**config.mk**
```make
export PLATFORM = sky130hd
export DESIGN_NAME = cdtc_display_timing
export DESIGN_NICKNAME = d
export VERILOG_FILES = /design/src/rtl/cdtc_pkg.sv /design/src/rtl/cdtc_display_timing.sv
export SDC_FILE = /design/constraint.sdc
export NUM_CORES = 1
export LEC_CHECK = 0
export ABC_AREA = 1
export BUFFER_PORTS_ARGS = -buffer_cell sky130_fd_sc_hd__buf_2
export CAP_MARGIN = 10
export CORE_ASPECT_RATIO = 0.6
export CORE_UTILIZATION = 62
export DETAILED_ROUTE_END_ITERATION = 6
export GPL_TIMING_DRIVEN = 1
export PLACE_DENSITY = 0.81
export SLEW_MARGIN = 15
export SYNTH_ARGS = -nofsm -noshare
export SYNTH_HDL_FRONTEND = slang
export SYNTH_SLANG_ARGS = --single-unit
```
**constraint.sdc**
```tcl
create_clock -name clk -period 4.1 [get_ports clk]
set_clock_uncertainty 0.15 [all_clocks]
set_input_delay 0.615 -clock clk [delete_from_list [all_inputs] [get_ports clk]]
set_output_delay 0.615 -clock clk [all_outputs]
set_load 0.05 [all_outputs]
```
**src/rtl/cdtc_pkg.sv**
```systemverilog
// constants of the display timing and address controller
// assumes a byte addressed register port on the pixel clock
//
// Notes on behaviour
// - status bit 0 shows live vertical blank
// - sticky blank bit cleared by writing one
// - status bits 2,3 give line, frame parity
// - horizontal total spans whole line, character units
// - horizontal display end sets visible character count
// - hsync at character position plus pixel delay
// - hsync width in characters, bit 23 polarity
// - vertical total spans whole frame in lines
// - vertical display end sets visible line count
// - vsync starts at given line, width lines
// - vsync polarity bit 23, one is negative
// - line interrupt when raster reaches compare line
// - current line readable in bits 26:16
// - render trigger high inside start..end window
// - base address in 64-bit words, software aligns
// - pending flag rises on base write touching bytes 0-2, falls at scan-out
// - lock bit stops internal base, tile update
// - flip at vertical blank or any horizontal blank
// - bit 15 tiled enable, bits 10:8 alignment
// - tiled: physical base, start line mod 32
// - linear: add line pitch at each line end
// - 21-bit read-only frame counter
package cdtc_pkg;
  // ******************************
  // register byte offsets
  // ******************************
  localparam logic [11:0] OFF_STATUS   = 12'h05C;
  localparam logic [11:0] OFF_H_TOTAL  = 12'h200;
  localparam logic [11:0] OFF_H_SYNC   = 12'h204;
  localparam logic [11:0] OFF_V_TOTAL  = 12'h208;
  localparam logic [11:0] OFF_V_SYNC   = 12'h20C;
  localparam logic [11:0] OFF_VLINE    = 12'h210;
  localparam logic [11:0] OFF_FRAME    = 12'h214;
  localparam logic [11:0] OFF_TRIG     = 12'h218;
  localparam logic [11:0] OFF_BASE     = 12'h224;
  localparam logic [11:0] OFF_ADDR_CTL = 12'h228;
  localparam logic [11:0] OFF_PITCH    = 12'h22C;
  // ******************************
  // writable bits of each register
  // ******************************
  localparam logic [31:0] MASK_H_TOTAL  = 32'h00FF01FF;
  localparam logic [31:0] MASK_H_SYNC   = 32'h00BF0FFF;
  localparam logic [31:0] MASK_V_TOTAL  = 32'h07FF07FF;
  localparam logic [31:0] MASK_V_SYNC   = 32'h009F07FF;
  localparam logic [31:0] MASK_VLINE    = 32'h000007FF;
  localparam logic [31:0] MASK_TRIG     = 32'h07FF07FF;
  localparam logic [31:0] MASK_BASE     = 32'h01FFFFFF;
  localparam logic [31:0] MASK_ADDR_CTL = 32'h0001871F;
  localparam logic [31:0] MASK_PITCH    = 32'h000003FF;
  localparam logic [31:0] RESET_VALUE   = 32'h00000000;
  // ******************************
  // field positions
  // ******************************
  localparam int ST_VBLANK    = 0;
  localparam int ST_SEEN      = 1;
  localparam int ST_LINE_PAR  = 2;
  localparam int ST_FRAME_PAR = 3;
  localparam int HI_LSB       = 16;
  localparam int HS_DELAY_LSB = 0;
  localparam int HS_CHAR_LSB  = 3;
  localparam int POL_BIT      = 23;
  localparam int TRIG_BIT     = 31;
  localparam int PEND_BIT     = 30;
  localparam int LOCK_BIT     = 31;
  localparam int TILE_EN_BIT  = 15;
  localparam int FLIP_BIT     = 16;
  localparam int ALIGN_LSB    = 8;
  // ******************************
  // tiled addressing constants, in 64-bit words
  // ******************************
  localparam logic [24:0] TILE_ROW_STEP  = 25'h0000008;
  localparam logic [24:0] TILE_BACK_STEP = 25'h0000078;
  localparam logic [3:0]  TILE_LAST_LINE = 4'hF;
endpackage

```
**src/rtl/cdtc_display_timing.sv**
```systemverilog
// display timing, raster status and display base address generator
// assumes clk is the pixel clock and a simple byte addressed register port
`timescale 1ns/10ps
module cdtc_display_timing
  import cdtc_pkg::*;
(
  // clock and reset
  input  wire logic        clk,
  input  wire logic        rstn,
  // register port
  input  wire logic [11:0] reg_addr,
  input  wire logic [31:0] reg_wdata,
  input  wire logic [3:0]  reg_be,
  input  wire logic        reg_wr,
  input  wire logic        reg_rd,
  output logic      [31:0] reg_rdata,
  output logic             reg_rvalid,
  // monitor timing
  output logic             hsync,
  output logic             vsync,
  output logic             hblank,
  output logic             vblank,
  // events and address
  output logic             line_irq,
  output logic             render_line_trigger,
  output logic      [24:0] fetch_addr
);

  // ******************************
  // register port helpers
  // ******************************
  function automatic logic [31:0] merge(input logic [31:0] old, input logic [31:0] wd, input logic [3:0] be);
    logic [31:0] r;
    r = old;
    for (int i = 0; i < 4; i++) begin
      if (be[i]) begin
        r[8*i +: 8] = wd[8*i +: 8];
      end
    end
    return r;
  endfunction

  // checkerboard bit picked by the surface alignment code
  function automatic logic [24:0] checker_bit(input logic [2:0] align);
    logic [24:0] r;
    r = 25'h0000000;
    unique case (align)
      3'h0: r = 25'h0000008;
      3'h1: r = 25'h0000100;
      3'h2: r = 25'h0000200;
      3'h3: r = 25'h0000400;
      3'h4: r = 25'h0000800;
      default: r = 25'h0000008;
    endcase
    return r;
  endfunction

  logic [31:0] h_total_reg, h_sync_reg, v_total_reg, v_sync_reg;
  logic [31:0] vline_reg, trig_reg, base_reg, addr_ctl_reg, pitch_reg;
  logic        lock_reg;
  logic        seen_reg;
  logic        pending_reg;
  logic [8:0]  h_char_reg;
  logic [2:0]  h_pix_reg;
  logic [10:0] v_line_reg;
  logic [20:0] frame_reg;
  logic [8:0]  hs_cnt_reg;
  logic        hblank_q_reg, vblank_q_reg;
  logic [24:0] active_base_reg, scan_addr_reg;
  logic [4:0]  active_tile_reg, tile_cnt_reg;
  logic        new_base_reg;

  wire logic wr_hit = reg_wr && (reg_be != 4'h0);
  wire logic wr_base = wr_hit && reg_addr == OFF_BASE;
  wire logic wr_ctl  = wr_hit && reg_addr == OFF_ADDR_CTL;
  wire logic [31:0] base_merged = merge({lock_reg, pending_reg, base_reg[29:0]}, reg_wdata, reg_be);
  wire logic [31:0] ctl_merged  = merge({lock_reg, pending_reg, addr_ctl_reg[29:0]}, reg_wdata, reg_be);

  // ******************************
  // raster counters
  // ******************************
  wire logic [8:0]  h_total  = h_total_reg[8:0];
  wire logic [7:0]  h_disp   = h_total_reg[HI_LSB +: 8];
  wire logic [10:0] v_total  = v_total_reg[10:0];
  wire logic [10:0] v_disp   = v_total_reg[HI_LSB +: 11];
  wire logic line_start = h_char_reg == 9'h000 && h_pix_reg == 3'h0;
  wire logic line_end   = h_pix_reg == 3'h7 && h_char_reg >= h_total;
  wire logic frame_end  = line_end && v_line_reg >= v_total;
  wire logic in_hblank  = h_char_reg >= {1'b0, h_disp};
  wire logic in_vblank  = v_line_reg >= v_disp;
  wire logic hblank_rise = in_hblank && !hblank_q_reg;
  wire logic vblank_rise = in_vblank && !vblank_q_reg;

  always_ff @(posedge clk or negedge rstn) begin
    if (!rstn) begin
      h_pix_reg  <= 3'h0;
      h_char_reg <= 9'h000;
    end else if (line_end) begin
      h_pix_reg  <= 3'h0;
      h_char_reg <= 9'h000;
    end else begin
      h_pix_reg  <= h_pix_reg + 3'h1;
      if (h_pix_reg == 3'h7) begin
        h_char_reg <= h_char_reg + 9'h001;
      end
    end
  end

  always_ff @(posedge clk or negedge rstn) begin
    if (!rstn) begin
      v_line_reg <= 11'h000;
    end else if (frame_end) begin
      v_line_reg <= 11'h000;
    end else if (line_end) begin
      v_line_reg <= v_line_reg + 11'h001;
    end
  end

  // free-running count wraps by width on purpose
  always_ff @(posedge clk or negedge rstn) begin
    if (!rstn) begin
      frame_reg <= 21'h000000;
    end else if (frame_end) begin
      frame_reg <= frame_reg + 21'h000001;
    end
  end

  always_ff @(posedge clk or negedge rstn) begin
    if (!rstn) begin
      hblank_q_reg <= 1'b0;
      vblank_q_reg <= 1'b0;
      hblank       <= 1'b0;
      vblank       <= 1'b0;
    end else begin
      hblank_q_reg <= in_hblank;
      vblank_q_reg <= in_vblank;
      hblank       <= in_hblank;
      vblank       <= in_vblank;
    end
  end

  // ******************************
  // sync generation
  // ******************************
  wire logic hs_start = h_char_reg == h_sync_reg[HS_CHAR_LSB +: 9]
                     && h_pix_reg == h_sync_reg[HS_DELAY_LSB +: 3];
  wire logic [10:0] vs_off = v_line_reg - v_sync_reg[10:0];
  wire logic vs_active = v_line_reg >= v_sync_reg[10:0]
                      && vs_off < {6'h00, v_sync_reg[HI_LSB +: 5]};

  always_ff @(posedge clk or negedge rstn) begin
    if (!rstn) begin
      hs_cnt_reg <= 9'h000;
    end else if (hs_start) begin
      hs_cnt_reg <= {h_sync_reg[HI_LSB +: 6], 3'h0};
    end else if (hs_cnt_reg != 9'h000) begin
      hs_cnt_reg <= hs_cnt_reg - 9'h001;
    end
  end

  always_ff @(posedge clk or negedge rstn) begin
    if (!rstn) begin
      hsync <= 1'b0;
      vsync <= 1'b0;
    end else begin
      hsync <= (hs_cnt_reg != 9'h000) ^ h_sync_reg[POL_BIT];
      vsync <= vs_active ^ v_sync_reg[POL_BIT];
    end
  end

  // ******************************
  // line events
  // ******************************
  wire logic in_window = v_line_reg >= trig_reg[10:0] && v_line_reg <= trig_reg[HI_LSB +: 11];

  always_ff @(posedge clk or negedge rstn) begin
    if (!rstn) begin
      line_irq            <= 1'b0;
      render_line_trigger <= 1'b0;
    end else begin
      line_irq            <= line_start && v_line_reg == vline_reg[10:0];
      render_line_trigger <= in_window;
    end
  end

  // set wins over a software clear in the same cycle
  always_ff @(posedge clk or negedge rstn) begin
    if (!rstn) begin
      seen_reg <= 1'b0;
    end else if (vblank_rise) begin
      seen_reg <= 1'b1;
    end else if (wr_hit && reg_addr == OFF_STATUS && reg_be[0] && reg_wdata[ST_SEEN]) begin
      seen_reg <= 1'b0;
    end
  end

  // ******************************
  // software registers
  // ******************************
  always_ff @(posedge clk or negedge rstn) begin
    if (!rstn) begin
      h_total_reg  <= RESET_VALUE;
      h_sync_reg   <= RESET_VALUE;
      v_total_reg  <= RESET_VALUE;
      v_sync_reg   <= RESET_VALUE;
      vline_reg    <= RESET_VALUE;
      trig_reg     <= RESET_VALUE;
      base_reg     <= RESET_VALUE;
      addr_ctl_reg <= RESET_VALUE;
      pitch_reg    <= RESET_VALUE;
      lock_reg     <= 1'b0;
    end else if (wr_hit) begin
      unique case (reg_addr)
        OFF_H_TOTAL: h_total_reg <= merge(h_total_reg, reg_wdata, reg_be) & MASK_H_TOTAL;
        OFF_H_SYNC:  h_sync_reg  <= merge(h_sync_reg, reg_wdata, reg_be) & MASK_H_SYNC;
        OFF_V_TOTAL: v_total_reg <= merge(v_total_reg, reg_wdata, reg_be) & MASK_V_TOTAL;
        OFF_V_SYNC:  v_sync_reg  <= merge(v_sync_reg, reg_wdata, reg_be) & MASK_V_SYNC;
        OFF_VLINE:   vline_reg   <= merge(vline_reg, reg_wdata, reg_be) & MASK_VLINE;
        OFF_TRIG:    trig_reg    <= merge(trig_reg, reg_wdata, reg_be) & MASK_TRIG;
        OFF_PITCH:   pitch_reg   <= merge(pitch_reg, reg_wdata, reg_be) & MASK_PITCH;
        OFF_BASE: begin
          base_reg <= base_merged & MASK_BASE;
          lock_reg <= base_merged[LOCK_BIT];
        end
        OFF_ADDR_CTL: begin
          addr_ctl_reg <= ctl_merged & MASK_ADDR_CTL;
          lock_reg     <= ctl_merged[LOCK_BIT];
        end
        default: ;
      endcase
    end
  end

  // ******************************
  // buffer flip
  // ******************************
  wire logic flip_sel  = addr_ctl_reg[FLIP_BIT];
  wire logic tiled     = addr_ctl_reg[TILE_EN_BIT];
  wire logic flip_evt  = flip_sel ? hblank_rise : vblank_rise;
  wire logic take      = flip_evt && !lock_reg;
  wire logic scan_load = frame_end || (line_end && flip_sel && new_base_reg);
  // only the last write matters; base written under lock waits for unlock
  wire logic base_write_any = wr_base && reg_be[3:0] != 4'h0 && (reg_be[2:0] != 3'h0);

  always_ff @(posedge clk or negedge rstn) begin
    if (!rstn) begin
      active_base_reg <= 25'h0000000;
      active_tile_reg <= 5'h00;
      new_base_reg    <= 1'b0;
    end else if (take) begin
      active_base_reg <= base_reg[24:0];
      active_tile_reg <= addr_ctl_reg[4:0];
      new_base_reg    <= pending_reg;
    end else if (scan_load) begin
      new_base_reg    <= 1'b0;
    end
  end

  // a base write in the cycle of the scan load keeps the flag up
  always_ff @(posedge clk or negedge rstn) begin
    if (!rstn) begin
      pending_reg <= 1'b0;
    end else if (base_write_any) begin
      pending_reg <= 1'b1;
    end else if (scan_load && new_base_reg) begin
      pending_reg <= 1'b0;
    end
  end

  // ******************************
  // display address generation
  // ******************************
  wire logic [24:0] pitch_words = {15'h0000, pitch_reg[9:0]};
  wire logic [24:0] tile_step = (tile_cnt_reg[3:0] == TILE_LAST_LINE)
                              ? (pitch_words << 4) - TILE_BACK_STEP : TILE_ROW_STEP;

  always_ff @(posedge clk or negedge rstn) begin
    if (!rstn) begin
      scan_addr_reg <= 25'h0000000;
      tile_cnt_reg  <= 5'h00;
    end else if (scan_load) begin
      scan_addr_reg <= active_base_reg;
      tile_cnt_reg  <= active_tile_reg;
    end else if (line_end) begin
      scan_addr_reg <= scan_addr_reg + (tiled ? tile_step : pitch_words);
      tile_cnt_reg  <= tile_cnt_reg + 5'h01;
    end
  end

  // odd tile rows swap halves, keyed to the surface alignment
  always_ff @(posedge clk or negedge rstn) begin
    if (!rstn) begin
      fetch_addr <= 25'h0000000;
    end else begin
      fetch_addr <= scan_addr_reg
                  ^ ((tiled && tile_cnt_reg[4]) ? checker_bit(addr_ctl_reg[ALIGN_LSB +: 3]) : 25'h0000000);
    end
  end

  // ******************************
  // register read
  // ******************************
  always_ff @(posedge clk or negedge rstn) begin
    if (!rstn) begin
      reg_rdata  <= 32'h00000000;
      reg_rvalid <= 1'b0;
    end else begin
      reg_rvalid <= reg_rd;
      if (reg_rd) begin
        unique case (reg_addr)
          OFF_STATUS:   reg_rdata <= {28'h0000000, frame_reg[0], v_line_reg[0], seen_reg, in_vblank};
          OFF_H_TOTAL:  reg_rdata <= h_total_reg;
          OFF_H_SYNC:   reg_rdata <= h_sync_reg;
          OFF_V_TOTAL:  reg_rdata <= v_total_reg;
          OFF_V_SYNC:   reg_rdata <= v_sync_reg;
          OFF_VLINE:    reg_rdata <= {5'h00, v_line_reg, vline_reg[15:0]};
          OFF_FRAME:    reg_rdata <= {11'h000, frame_reg};
          OFF_TRIG:     reg_rdata <= {render_line_trigger, trig_reg[30:0]};
          OFF_BASE:     reg_rdata <= {lock_reg, pending_reg, base_reg[29:0]};
          OFF_ADDR_CTL: reg_rdata <= {lock_reg, pending_reg, addr_ctl_reg[29:0]};
          OFF_PITCH:    reg_rdata <= pitch_reg;
          default:      reg_rdata <= 32'h00000000;
        endcase
      end
    end
  end

  // ******************************
  // checks
  // ******************************
  property p_seen_set;
    @(posedge clk) disable iff (!rstn) vblank_rise |=> seen_reg;
  endproperty
  a_seen_set: assert property (p_seen_set) else $error("blank flag not set");

  property p_seen_hold;
    @(posedge clk) disable iff (!rstn)
      seen_reg && !(reg_wr && reg_addr == OFF_STATUS && reg_be[0] && reg_wdata[ST_SEEN]) |=> seen_reg;
  endproperty
  a_seen_hold: assert property (p_seen_hold) else $error("blank flag lost");

  property p_frame_step;
    @(posedge clk) disable iff (!rstn) frame_end |=> frame_reg == $past(frame_reg) + 21'h000001;
  endproperty
  a_frame_step: assert property (p_frame_step) else $error("frame count step wrong");

  property p_line_irq;
    @(posedge clk) disable iff (!rstn) line_irq |-> $past(v_line_reg) == $past(vline_reg[10:0]) && $past(line_start);
  endproperty
  a_line_irq: assert property (p_line_irq) else $error("line interrupt on wrong line");

  property p_hsync_width;
    @(posedge clk) disable iff (!rstn)
      hs_start && h_sync_reg[HI_LSB +: 6] != 6'h00 |=> ##1 hsync == !h_sync_reg[POL_BIT];
  endproperty
  a_hsync_width: assert property (p_hsync_width) else $error("hsync not asserted");

  property p_pending_set;
    @(posedge clk) disable iff (!rstn) base_write_any |=> pending_reg;
  endproperty
  a_pending_set: assert property (p_pending_set) else $error("pending flag not raised");

  property p_lock_hold;
    @(posedge clk) disable iff (!rstn) lock_reg |=> active_base_reg == $past(active_base_reg);
  endproperty
  a_lock_hold: assert property (p_lock_hold) else $error("base changed under lock");

  property p_trigger;
    @(posedge clk) disable iff (!rstn) $past(rstn) |-> render_line_trigger == $past(in_window);
  endproperty
  a_trigger: assert property (p_trigger) else $error("render trigger mismatch");

endmodule

```
-- Yosys cells after proc, flatten, opt, wreduce, memory -nomap -nowiden
Cells that the tools add are included.
- output and inout port bits: 64
- word-level logic and storage cells: 185
- register bits after elaboration: 334
- input bits: 52
- magnitude comparators: 8
- $add $sub $neg: 9
- eq/ne operators: 22
- reductions and logical operators: 67
- bitwise logic cells: 3
- multiplexer cells: 26
- operators with widths (operator ; number):
    case mux 32 bit (11 select lines) ; 1
    2-to-1 mux 25 bit ; 5
    equality test 12 x 10 -> 1 bit, second input constant ; 10
    AND reduction 3 bit ; 28
    case mux 12 bit (4 select lines) ; 1
    greater-or-equal comparator 11 bit ; 4
    2-to-1 mux 9 bit ; 4
    adder 25 bit ; 1
    XOR 25 bit ; 1
    2-to-1 mux 11 bit ; 2
    adder 21 x 1 -> 21 bit, second input constant ; 1
    logical AND 1 bit ; 21
    2-to-1 mux 8 bit ; 2
    nonzero test 2 bit ; 8
    subtractor 14 x 7 -> 15 bit, second input constant ; 1
    equality test 12 x 7 -> 1 bit, second input constant ; 1
    adder 11 x 1 -> 11 bit, second input constant ; 1
    equality test 11 bit ; 1
    <= comparator 11 bit ; 1
    < comparator 11 x 5 -> 1 bit ; 1
    subtractor 11 bit ; 1
    2-to-1 mux 5 bit ; 2
    adder 9 x 1 -> 9 bit, second input constant ; 1
    equality test 9 bit ; 1
    other kinds (23) ; 35

-- Longest topological paths before layout
Gate-level depths: netlist of run 1.
- word-level depth: 8
- mapped depth: 19
- gate-level depth less buffers: 19

-- Worst setup path before layout of run 1
No wires, ideal clock.
- path type: reg2reg
- start point: register tile_cnt_reg[0]
- end point: register scan_addr_reg[20]
- path slack: 895 ps
- path buffers: 0
- clock period less this slack: 3205 ps
- data required time: 3832 ps
- data arrival time: 2937 ps
- cell stages (with the launch flop): 16
- library setup time: 118 ps
- cell sequence: dfrtp_1 -> ha_1 -> nand3_1 -> nor2_1 -> clkinv_1 -> nor3_1 -> ha_1 -> nand2_1 -> nor2_1 -> and2_1 -> nand4_1 -> nand3_1 -> nand2_1 -> nand3_1 -> nand3_1 -> nand2_1
- longest elaborated chain between the ends: 6
- RTL lines (what ; line ; source):
    start, declared ; cdtc_display_timing.sv:70 ; logic [4:0] active_tile_reg, tile_cnt_reg;
    start signal, assigned ; cdtc_display_timing.sv:283 ; tile_cnt_reg <= active_tile_reg;
    start signal, assigned ; cdtc_display_timing.sv:286 ; tile_cnt_reg <= tile_cnt_reg + 5'h01;
    equality test 4 bit ; cdtc_display_timing.sv:274 ; wire logic [24:0] tile_step = (tile_cnt_reg[3:0] == TILE_LAST_LINE)
    2-to-1 mux 25 bit ; cdtc_display_timing.sv:275 ; ? (pitch_words << 4) - TILE_BACK_STEP : TILE_ROW_STEP;
    2-to-1 mux 25 bit ; cdtc_display_timing.sv:285 ; scan_addr_reg <= scan_addr_reg + (tiled ? tile_step : pitch_words);
    adder 25 bit ; cdtc_display_timing.sv:285 ;
    2-to-1 mux 25 bit ; cdtc_display_timing.sv:284 ; end else if (line_end) begin
    2-to-1 mux 25 bit ; cdtc_display_timing.sv:281 ; end else if (scan_load) begin
    end signal, assigned ; cdtc_display_timing.sv:282 ; scan_addr_reg <= active_base_reg;
    end signal, assigned ; cdtc_display_timing.sv:285 ;
    end, declared ; cdtc_display_timing.sv:69 ; logic [24:0] active_base_reg, scan_addr_reg;
No other way between the ends. The select of a mux whose other input is x is not followed.
A chain may end at the register's enable or synchronous reset.

-- Worst setup path in the final report of run 1
- start point: register tile_cnt_reg[0]
- end point: register scan_addr_reg[14]
Same word-level chain as after synthesis.

==> results of run 1 <==
-- worst min-delay path by stage --
| stage | from | endpoint | slack [ns] | cells past startpoint |
|---|---|---|---|---|
| 6_report | reg_wdata[31] | lock_reg | 0.09 | 3 |
| 3_3_place_gp | scan_addr_reg[21] | fetch_addr[21] | 0.24 | 0 |
| 4_1_cts | reg_wdata[31] | lock_reg | 0.08 | 3 |
| 2_1_floorplan | rstn | active_base_reg[0] | 0.17 | 0 |
| 5_1_grt | reg_wdata[31] | lock_reg | 0.10 | 3 |
| 3_5_place_dp | scan_addr_reg[2] | fetch_addr[2] | 0.25 | 0 |
-- layer usage --
| layer | share of wire | vias up |
|---|---|---|
| met5 | 0 | - |
| met2 | 0.38 | 1224 |
| met1 | 0.43 | 8716 |
| li1 | - | 8376 |
| met4 | 0.025 | 0 |
| met3 | 0.16 | 131 |
-- report_power, final --
part	total, mW	switching, mW	internal, mW	leakage (nW)
sequential	3.34	0.0437	3.30	4.47
combinational	0.627	0.443	0.185	5.94
clock	2.93	1.33	1.60	0.490
total	6.90	1.81	5.09	10.9
-- cells by family (layout without fill, tap and decap cells) --
group,Yosys count,after routing
simple gates,1186,1186
compound gates,416,416
buf+inv,413,536
flops,331,331
fa+ha+maj,112,112
xor+xnor,67,67
mux,3,3
other cells,1,3
-- per-stage QoR --
step                      hold slack [ns]  instances
after floorplan                     0.169       2531
after global placement              0.244       3008
after detailed placement            0.255       3008
after CTS                          0.0796       3062
after global routing                0.102       3062
final                              0.0916       3062
-- synthesized netlist by cell type, drive strengths merged, types with 35 or more instances --
cell	n	area share
nand2	791	0.16
inv	346	0.068
dfrtp	331	0.43
o21ai	263	0.069
nand3	166	0.044
nor2	139	0.029
ha	110	0.072
a21oi	80	0.021
buf	48	0.014
nand4	43	0.014
o22ai	41	0.013
xor2	35	0.016
-- layout make-up --
cell class | count | area, µm²
repair buffers | 134 | 786
clock buffers | 43 | 911
well taps | 408 | 510
multi-input cells | 1787 | 9230
inverters | 349 | 1310
clock inverters | 10 | 90.1
flip-flops and latches | 331 | 8280
fillers | 2515 | 9040
-- worst max-delay path, delay by kind of cell (launching register included) --
kind,cells,cell delay [ns]
buffers and inverters,3,0.48
DFF,1,0.42
adders and majority gates,2,0.56
and+or+nand+nor,6,1.19
AOI/OAI and AO/OA,4,0.93
==> impl_metrics.tcl, run 1 <==
set metrics [dict create \
    finalMaxSlewViolations 0 \
    syn_area_um2 19200 \
    grt.total_usage 0.418 \
    overflow 0 \
    largest-register "reg_rdata" \
    synth_top_family_by_area "simple AND/OR/NAND/NOR gates" \
    synth_xor_xnor_area_share 0.0306 \
    postSynthAreaPerCell_um2 7.57 \
    worst_path_largest_cell_delay_ns 0.45 \
    grt-busiest-layer "met1" \
    root_buffer "sky130_fd_sc_hd__clkbuf_16" \
    setup_cp_type "flop to flop" \
    p_leak_nw 10.9 \
    dp_hpwl_mm 50.5 \
    drt_pass1_iterations 7 \
    final_net_count 2798 \
    endpoint "scan_addr_reg[14]" \
    met2_usage 0.537 \
    setup.worst_path.end_class "flop" \
    ys.warnings.count 0 \
    dpl-instance-area_um2 20100 \
    via_count 18400 \
    cts.htree.levels 1 \
    diodes 0 \
    rows 49 \
    synth.yosys.seq_area_share 0.432 \
    worstReg2RegEnd "scan_addr_reg[14]" \
    cp_startpoint "tile_cnt_reg[0]" \
    max-vdd-ir-drop_uv 380 \
    drv.max_cap_violation_count 0 \
    run_status "finished, violations left" \
    start_util 0.635 \
    timing.final.hold_violations 0 \
    timing.critical_path.cells "ha_1 > nand3_1 > nor2_1 > clkinv_1 > nor2_1 > ha_1 > a21oi_1 > o21ai_0 > inv_1 > nand2_1 > inv_1 > a21boi_0 > o21ai_0 > nand3_1 > nand2_1" \
    drcViolationCount 3 \
    viasPerCell 6.02 \
    rsz0062_at_grt "no" \
    clock_tree_buf_depth 3 \
    start_kind "flop" \
    critPathArrivalTime_ns 4.15 \
    hold_path.class "input pin to flop" \
    worst_path_max_delay_cell "sky130_fd_sc_hd__o21ai_0" \
    reg2reg_start "tile_cnt_reg[0]" \
    dp_worst_setup_slack_ns 0.616 \
    design_area_um2 21100 \
    setup_violations 0 \
    via_count_of_the_first_global_routing_pass 16900 \
    die_area_um2 31600 \
    rrSetupSlack_ns 0.33 \
    clk-insertion-delay-late_ns 0.60 \
    synthCells 2529 \
    met3_usage 0.176 \
    route.detailed.wl_per_inst_um 21.5 \
    antenna_violations_before_repair 0 \
    place.gp.congestion 1.03 \
    number_of_flops_mapped_to_enable_cells_by_yosys 0 \
    largest_reg_flops 29 \
    worstPathRequired_ns 4.48 \
    fraction_of_final_layout_cells_sized_beyond_drive_strength_1 0.0844 \
    setup_ws_ns 0.331 \
    relSlewSlack 0.354 \
    area.growth.synth_to_final_pct 10.3 \
    worst_r2r_path_depth 15 \
    io_buffer_count 108 \
    cts_post_setup_buffers_inserted 0 \
    postRouteWirelength_mm 66.0 \
    async_reset_ff_frac 1.00 \
    commonest_non_fill_non_tap_cell_in_the_layout "sky130_fd_sc_hd__nand2_1" \
    power.density_nw_per_um2 327 \
    post_synth_num_cell_types 52 \
    tritoncts.num_buffers 31 \
    wire_length_of_the_first_global_routing_pass_mm 99.6 \
    tns_ns 0 \
    floorplan.die.height_um 138 \
    antenna_left 0 \
    post-route-util 0.700 \
    violations_in_the_final_reports "design-rule violations" \
    simple_gate_share_of_the_synthesized_area 0.258 \
    synth_compound_gate_area_share 0.117 \
    worst_pin_slew_ns 0.945 \
    tritoncts_num_sinks 331 \
    drc_violation_total_after_the_first_tritonroute_iteration 2589 \
    adder_cell_share_of_the_synthesized_area 0.0740 \
    cts_tree "yes" \
    horiz_die_dim_um 229 \
    ys_seq_elements 331 \
    pin_count 116 \
    cts-hold-fix-buffers 1 \
    clk_pin_slew_ns 0.07 \
    gr-usage-met1 0.643 \
    fmax_ghz 0.265 \
    path_max_fanout 9 \
    timing.final.crit_period_ns 3.77 \
    postCtsResizedCells 0 \
    totalPowerFinal_mw 6.90 \
    share_of_cell_area_taken_by_muxes_after_synthesis 0.00176 \
    period_share 0.919 \
    yosys_most_used_dff "sky130_fd_sc_hd__dfrtp_1" \
    mostFrequentLayoutCells "sky130_fd_sc_hd__nand2_1, sky130_fd_sc_hd__inv_1, sky130_fd_sc_hd__dfrtp_1, sky130_fd_sc_hd__o21ai_0, sky130_fd_sc_hd__nand3_1" \
    grt_max_degree 96 \
    core_um2 30200 \
]
Power figures use the tool's default switching activity.
==> run 2, diff against run 1 <==
--- a/config.mk
+++ b/config.mk
@@ -9,6 +9,7 @@
 export BUFFER_PORTS_ARGS = -buffer_cell sky130_fd_sc_hd__buf_2
 export CAP_MARGIN = 10
 export CORE_ASPECT_RATIO = 0.6
+export CORE_MARGIN = 2
 export CORE_UTILIZATION = 62
 export DETAILED_ROUTE_END_ITERATION = 6
 export GPL_TIMING_DRIVEN = 1
==> impl_metrics.tcl, run 2 (same netlist as run 1, synthesis figures left out) <==
set metrics [dict create \
    floorplan.die.height_um 140 \
    fraction_of_final_layout_cells_sized_beyond_drive_strength_1 0.0850 \
    fillerInstances 2536 \
    swShare 0.256 \
    final_net_count 2799 \
    rrSetupSlack_ns 0.42 \
    largest-register "reg_rdata" \
    reg2reg_start "addr_ctl_reg[15]" \
    clk-insertion-delay-late_ns 0.60 \
    route.detailed.wl_per_inst_um 21.2 \
    power.density_nw_per_um2 336 \
    setup_violations 0 \
    grt.total_usage 0.405 \
    hold_path.class "input pin to async pin" \
    via_count 18500 \
    timing.critical_path.cells "inv_1 > nor2_1 > inv_2 > nor3_1 > buf_4 > ha_1 > nand2_1 > nor2_1 > and2_1 > nand4_1 > nand4_1 > nand3_1 > nand3_1 > nand2_1" \
    timing.hold.ws_ns -0.0332 \
    run_status "finished, violations left" \
    total_switching_power_mw 1.83 \
    tritoncts.num_buffers 31 \
    design_area_um2 21200 \
    start_util 0.635 \
    postRouteWirelength_mm 65.0 \
    p_leak_nw 11.0 \
    timing.final.crit_period_ns 3.68 \
    max-vdd-ir-drop_uv 345 \
    cts-hold-fix-buffers 0 \
    path_max_fanout 10 \
    pwr-share-clk 0.441 \
    drt_pass1_iterations 6 \
    overflow 0 \
    violations_in_the_final_reports "negative hold slack" \
    dpl-instance-area_um2 20100 \
    via_count_of_the_first_global_routing_pass 17100 \
    pin_count 116 \
    root_buffer "sky130_fd_sc_hd__clkbuf_16" \
    clk_pin_slew_ns 0.07 \
    finalMaxSlewViolations 0 \
    post-route-util 0.703 \
    viasPerCell 6.03 \
    sequentialPowerShare 0.469 \
    io_buffer_count 108 \
    rsz0062_at_grt "no" \
    antenna_violations_before_repair 1 \
    cp_startpoint "addr_ctl_reg[15]" \
    timing.final.hold_violations 31 \
    wire_length_of_the_first_global_routing_pass_mm 99.6 \
    worstPathBufferInverterCount 3 \
    period_share 0.897 \
    area.growth.synth_to_final_pct 10.7 \
    worst_pin_slew_ns 0.992 \
    combPwrFrac 0.090 \
    setup_cp_type "flop to flop" \
    antenna_left 0 \
    cts_post_setup_buffers_inserted 0 \
    setup.worst_path.end_class "flop" \
    cell_internal_pwr_mw 5.30 \
    grt_max_degree 124 \
    tritoncts_num_sinks 331 \
    horiz_die_dim_um 231 \
    largest_reg_flops 29 \
    critical-path-top-delay-family "simple AND/OR/NAND/NOR gates" \
    mostFrequentLayoutCells "sky130_fd_sc_hd__nand2_1, sky130_fd_sc_hd__inv_1, sky130_fd_sc_hd__dfrtp_1, sky130_fd_sc_hd__o21ai_0, sky130_fd_sc_hd__nand3_1" \
    die_area_um2 32400 \
    start_kind "flop" \
    worstPathRequired_ns 4.42 \
    commonest_non_fill_non_tap_cell_in_the_layout "sky130_fd_sc_hd__nand2_1" \
    drcViolationCount 0 \
    relSlewSlack 0.339 \
    clock_tree_buf_depth 3 \
    place.gp.congestion 1.03 \
    fmax_ghz 0.272 \
    worst_path_largest_cell_delay_ns 0.55 \
    critPathArrivalTime_ns 4.00 \
    worst_path_max_delay_cell "sky130_fd_sc_hd__dfrtp_1" \
    core_um2 30200 \
    cts_tree "yes" \
    rows 49 \
    tns_ns 0 \
    drv.max_cap_violation_count 0 \
    cts.htree.levels 1 \
    drc_violation_total_after_the_first_tritonroute_iteration 2664 \
    dp_hpwl_mm 49.7 \
]
run 2: changes by cell type in the layout (fill, tap and decap cells not counted), moves of 2 or more:
cell                         before  now
sky130_fd_sc_hd__clkbuf_1         3    8
sky130_fd_sc_hd__bufinv_16        1    4
sky130_fd_sc_hd__buf_4           22   25
sky130_fd_sc_hd__clkinvlp_4       3    0
sky130_fd_sc_hd__clkinv_2         5    3
run 2: worst paths after layout:
| check | end | cells after the start |
|---|---|---|
| worst max-delay path | scan_addr_reg[19] | 14 |
| worst min-delay path | v_total_reg[6] | 1 |
| worst max register to register | scan_addr_reg[19] | 14 |
| worst min register to register | fetch_addr[5] | 0 |
| max in group asynchronous | trig_reg[25] | 2 |
| min in group clk | v_total_reg[5] | 3 |
run 2: layout make-up:
class | count | area, µm² | area share
tap | 408 | 510 | 0.0241
sequential | 331 | 8280 | 0.391
inverter | 349 | 1310 | 0.0618
clock buffer | 48 | 930 | 0.0438
timing repair buffer | 135 | 778 | 0.0367
antenna | 1 | 2.50 | 0.000118
multi-input combinational | 1787 | 9230 | 0.435
clock inverter | 9 | 156 | 0.00738
run 2: what timing repair did:
item / CTS / global route
gates resized for setup: 0 / 1
endpoints found under the setup margin: 0 / 1
hold endpoints to repair: 0 / 0
run 2: layer usage:
metal  share of wire  global-route usage
met2            0.38               0.534
met1            0.43               0.630
met4           0.024              0.0815
met3            0.16               0.147
met5               0                   0
run 2: power groups by stage:
stage	registers, mW	clock network, mW	logic [mW]
2_1_floorplan	3.42	0	0.330
3_3_place_gp	3.40	0	0.606
3_5_place_dp	3.40	0	0.623
4_1_cts	3.34	3.13	0.626
5_1_grt	3.34	3.26	0.712
6_report	3.34	3.14	0.643
run 2: stage by stage:
stage | total power, mW | cells | setup WS [ns]
after floorplan | 3.76 | 2531 | 0.895
after global placement | 4.00 | 3010 | 0.553
after detailed placement | 4.02 | 3010 | 0.504
after CTS | 7.10 | 3067 | 0.479
after global routing | 7.32 | 3067 | 0.180
final | 7.12 | 3068 | 0.424
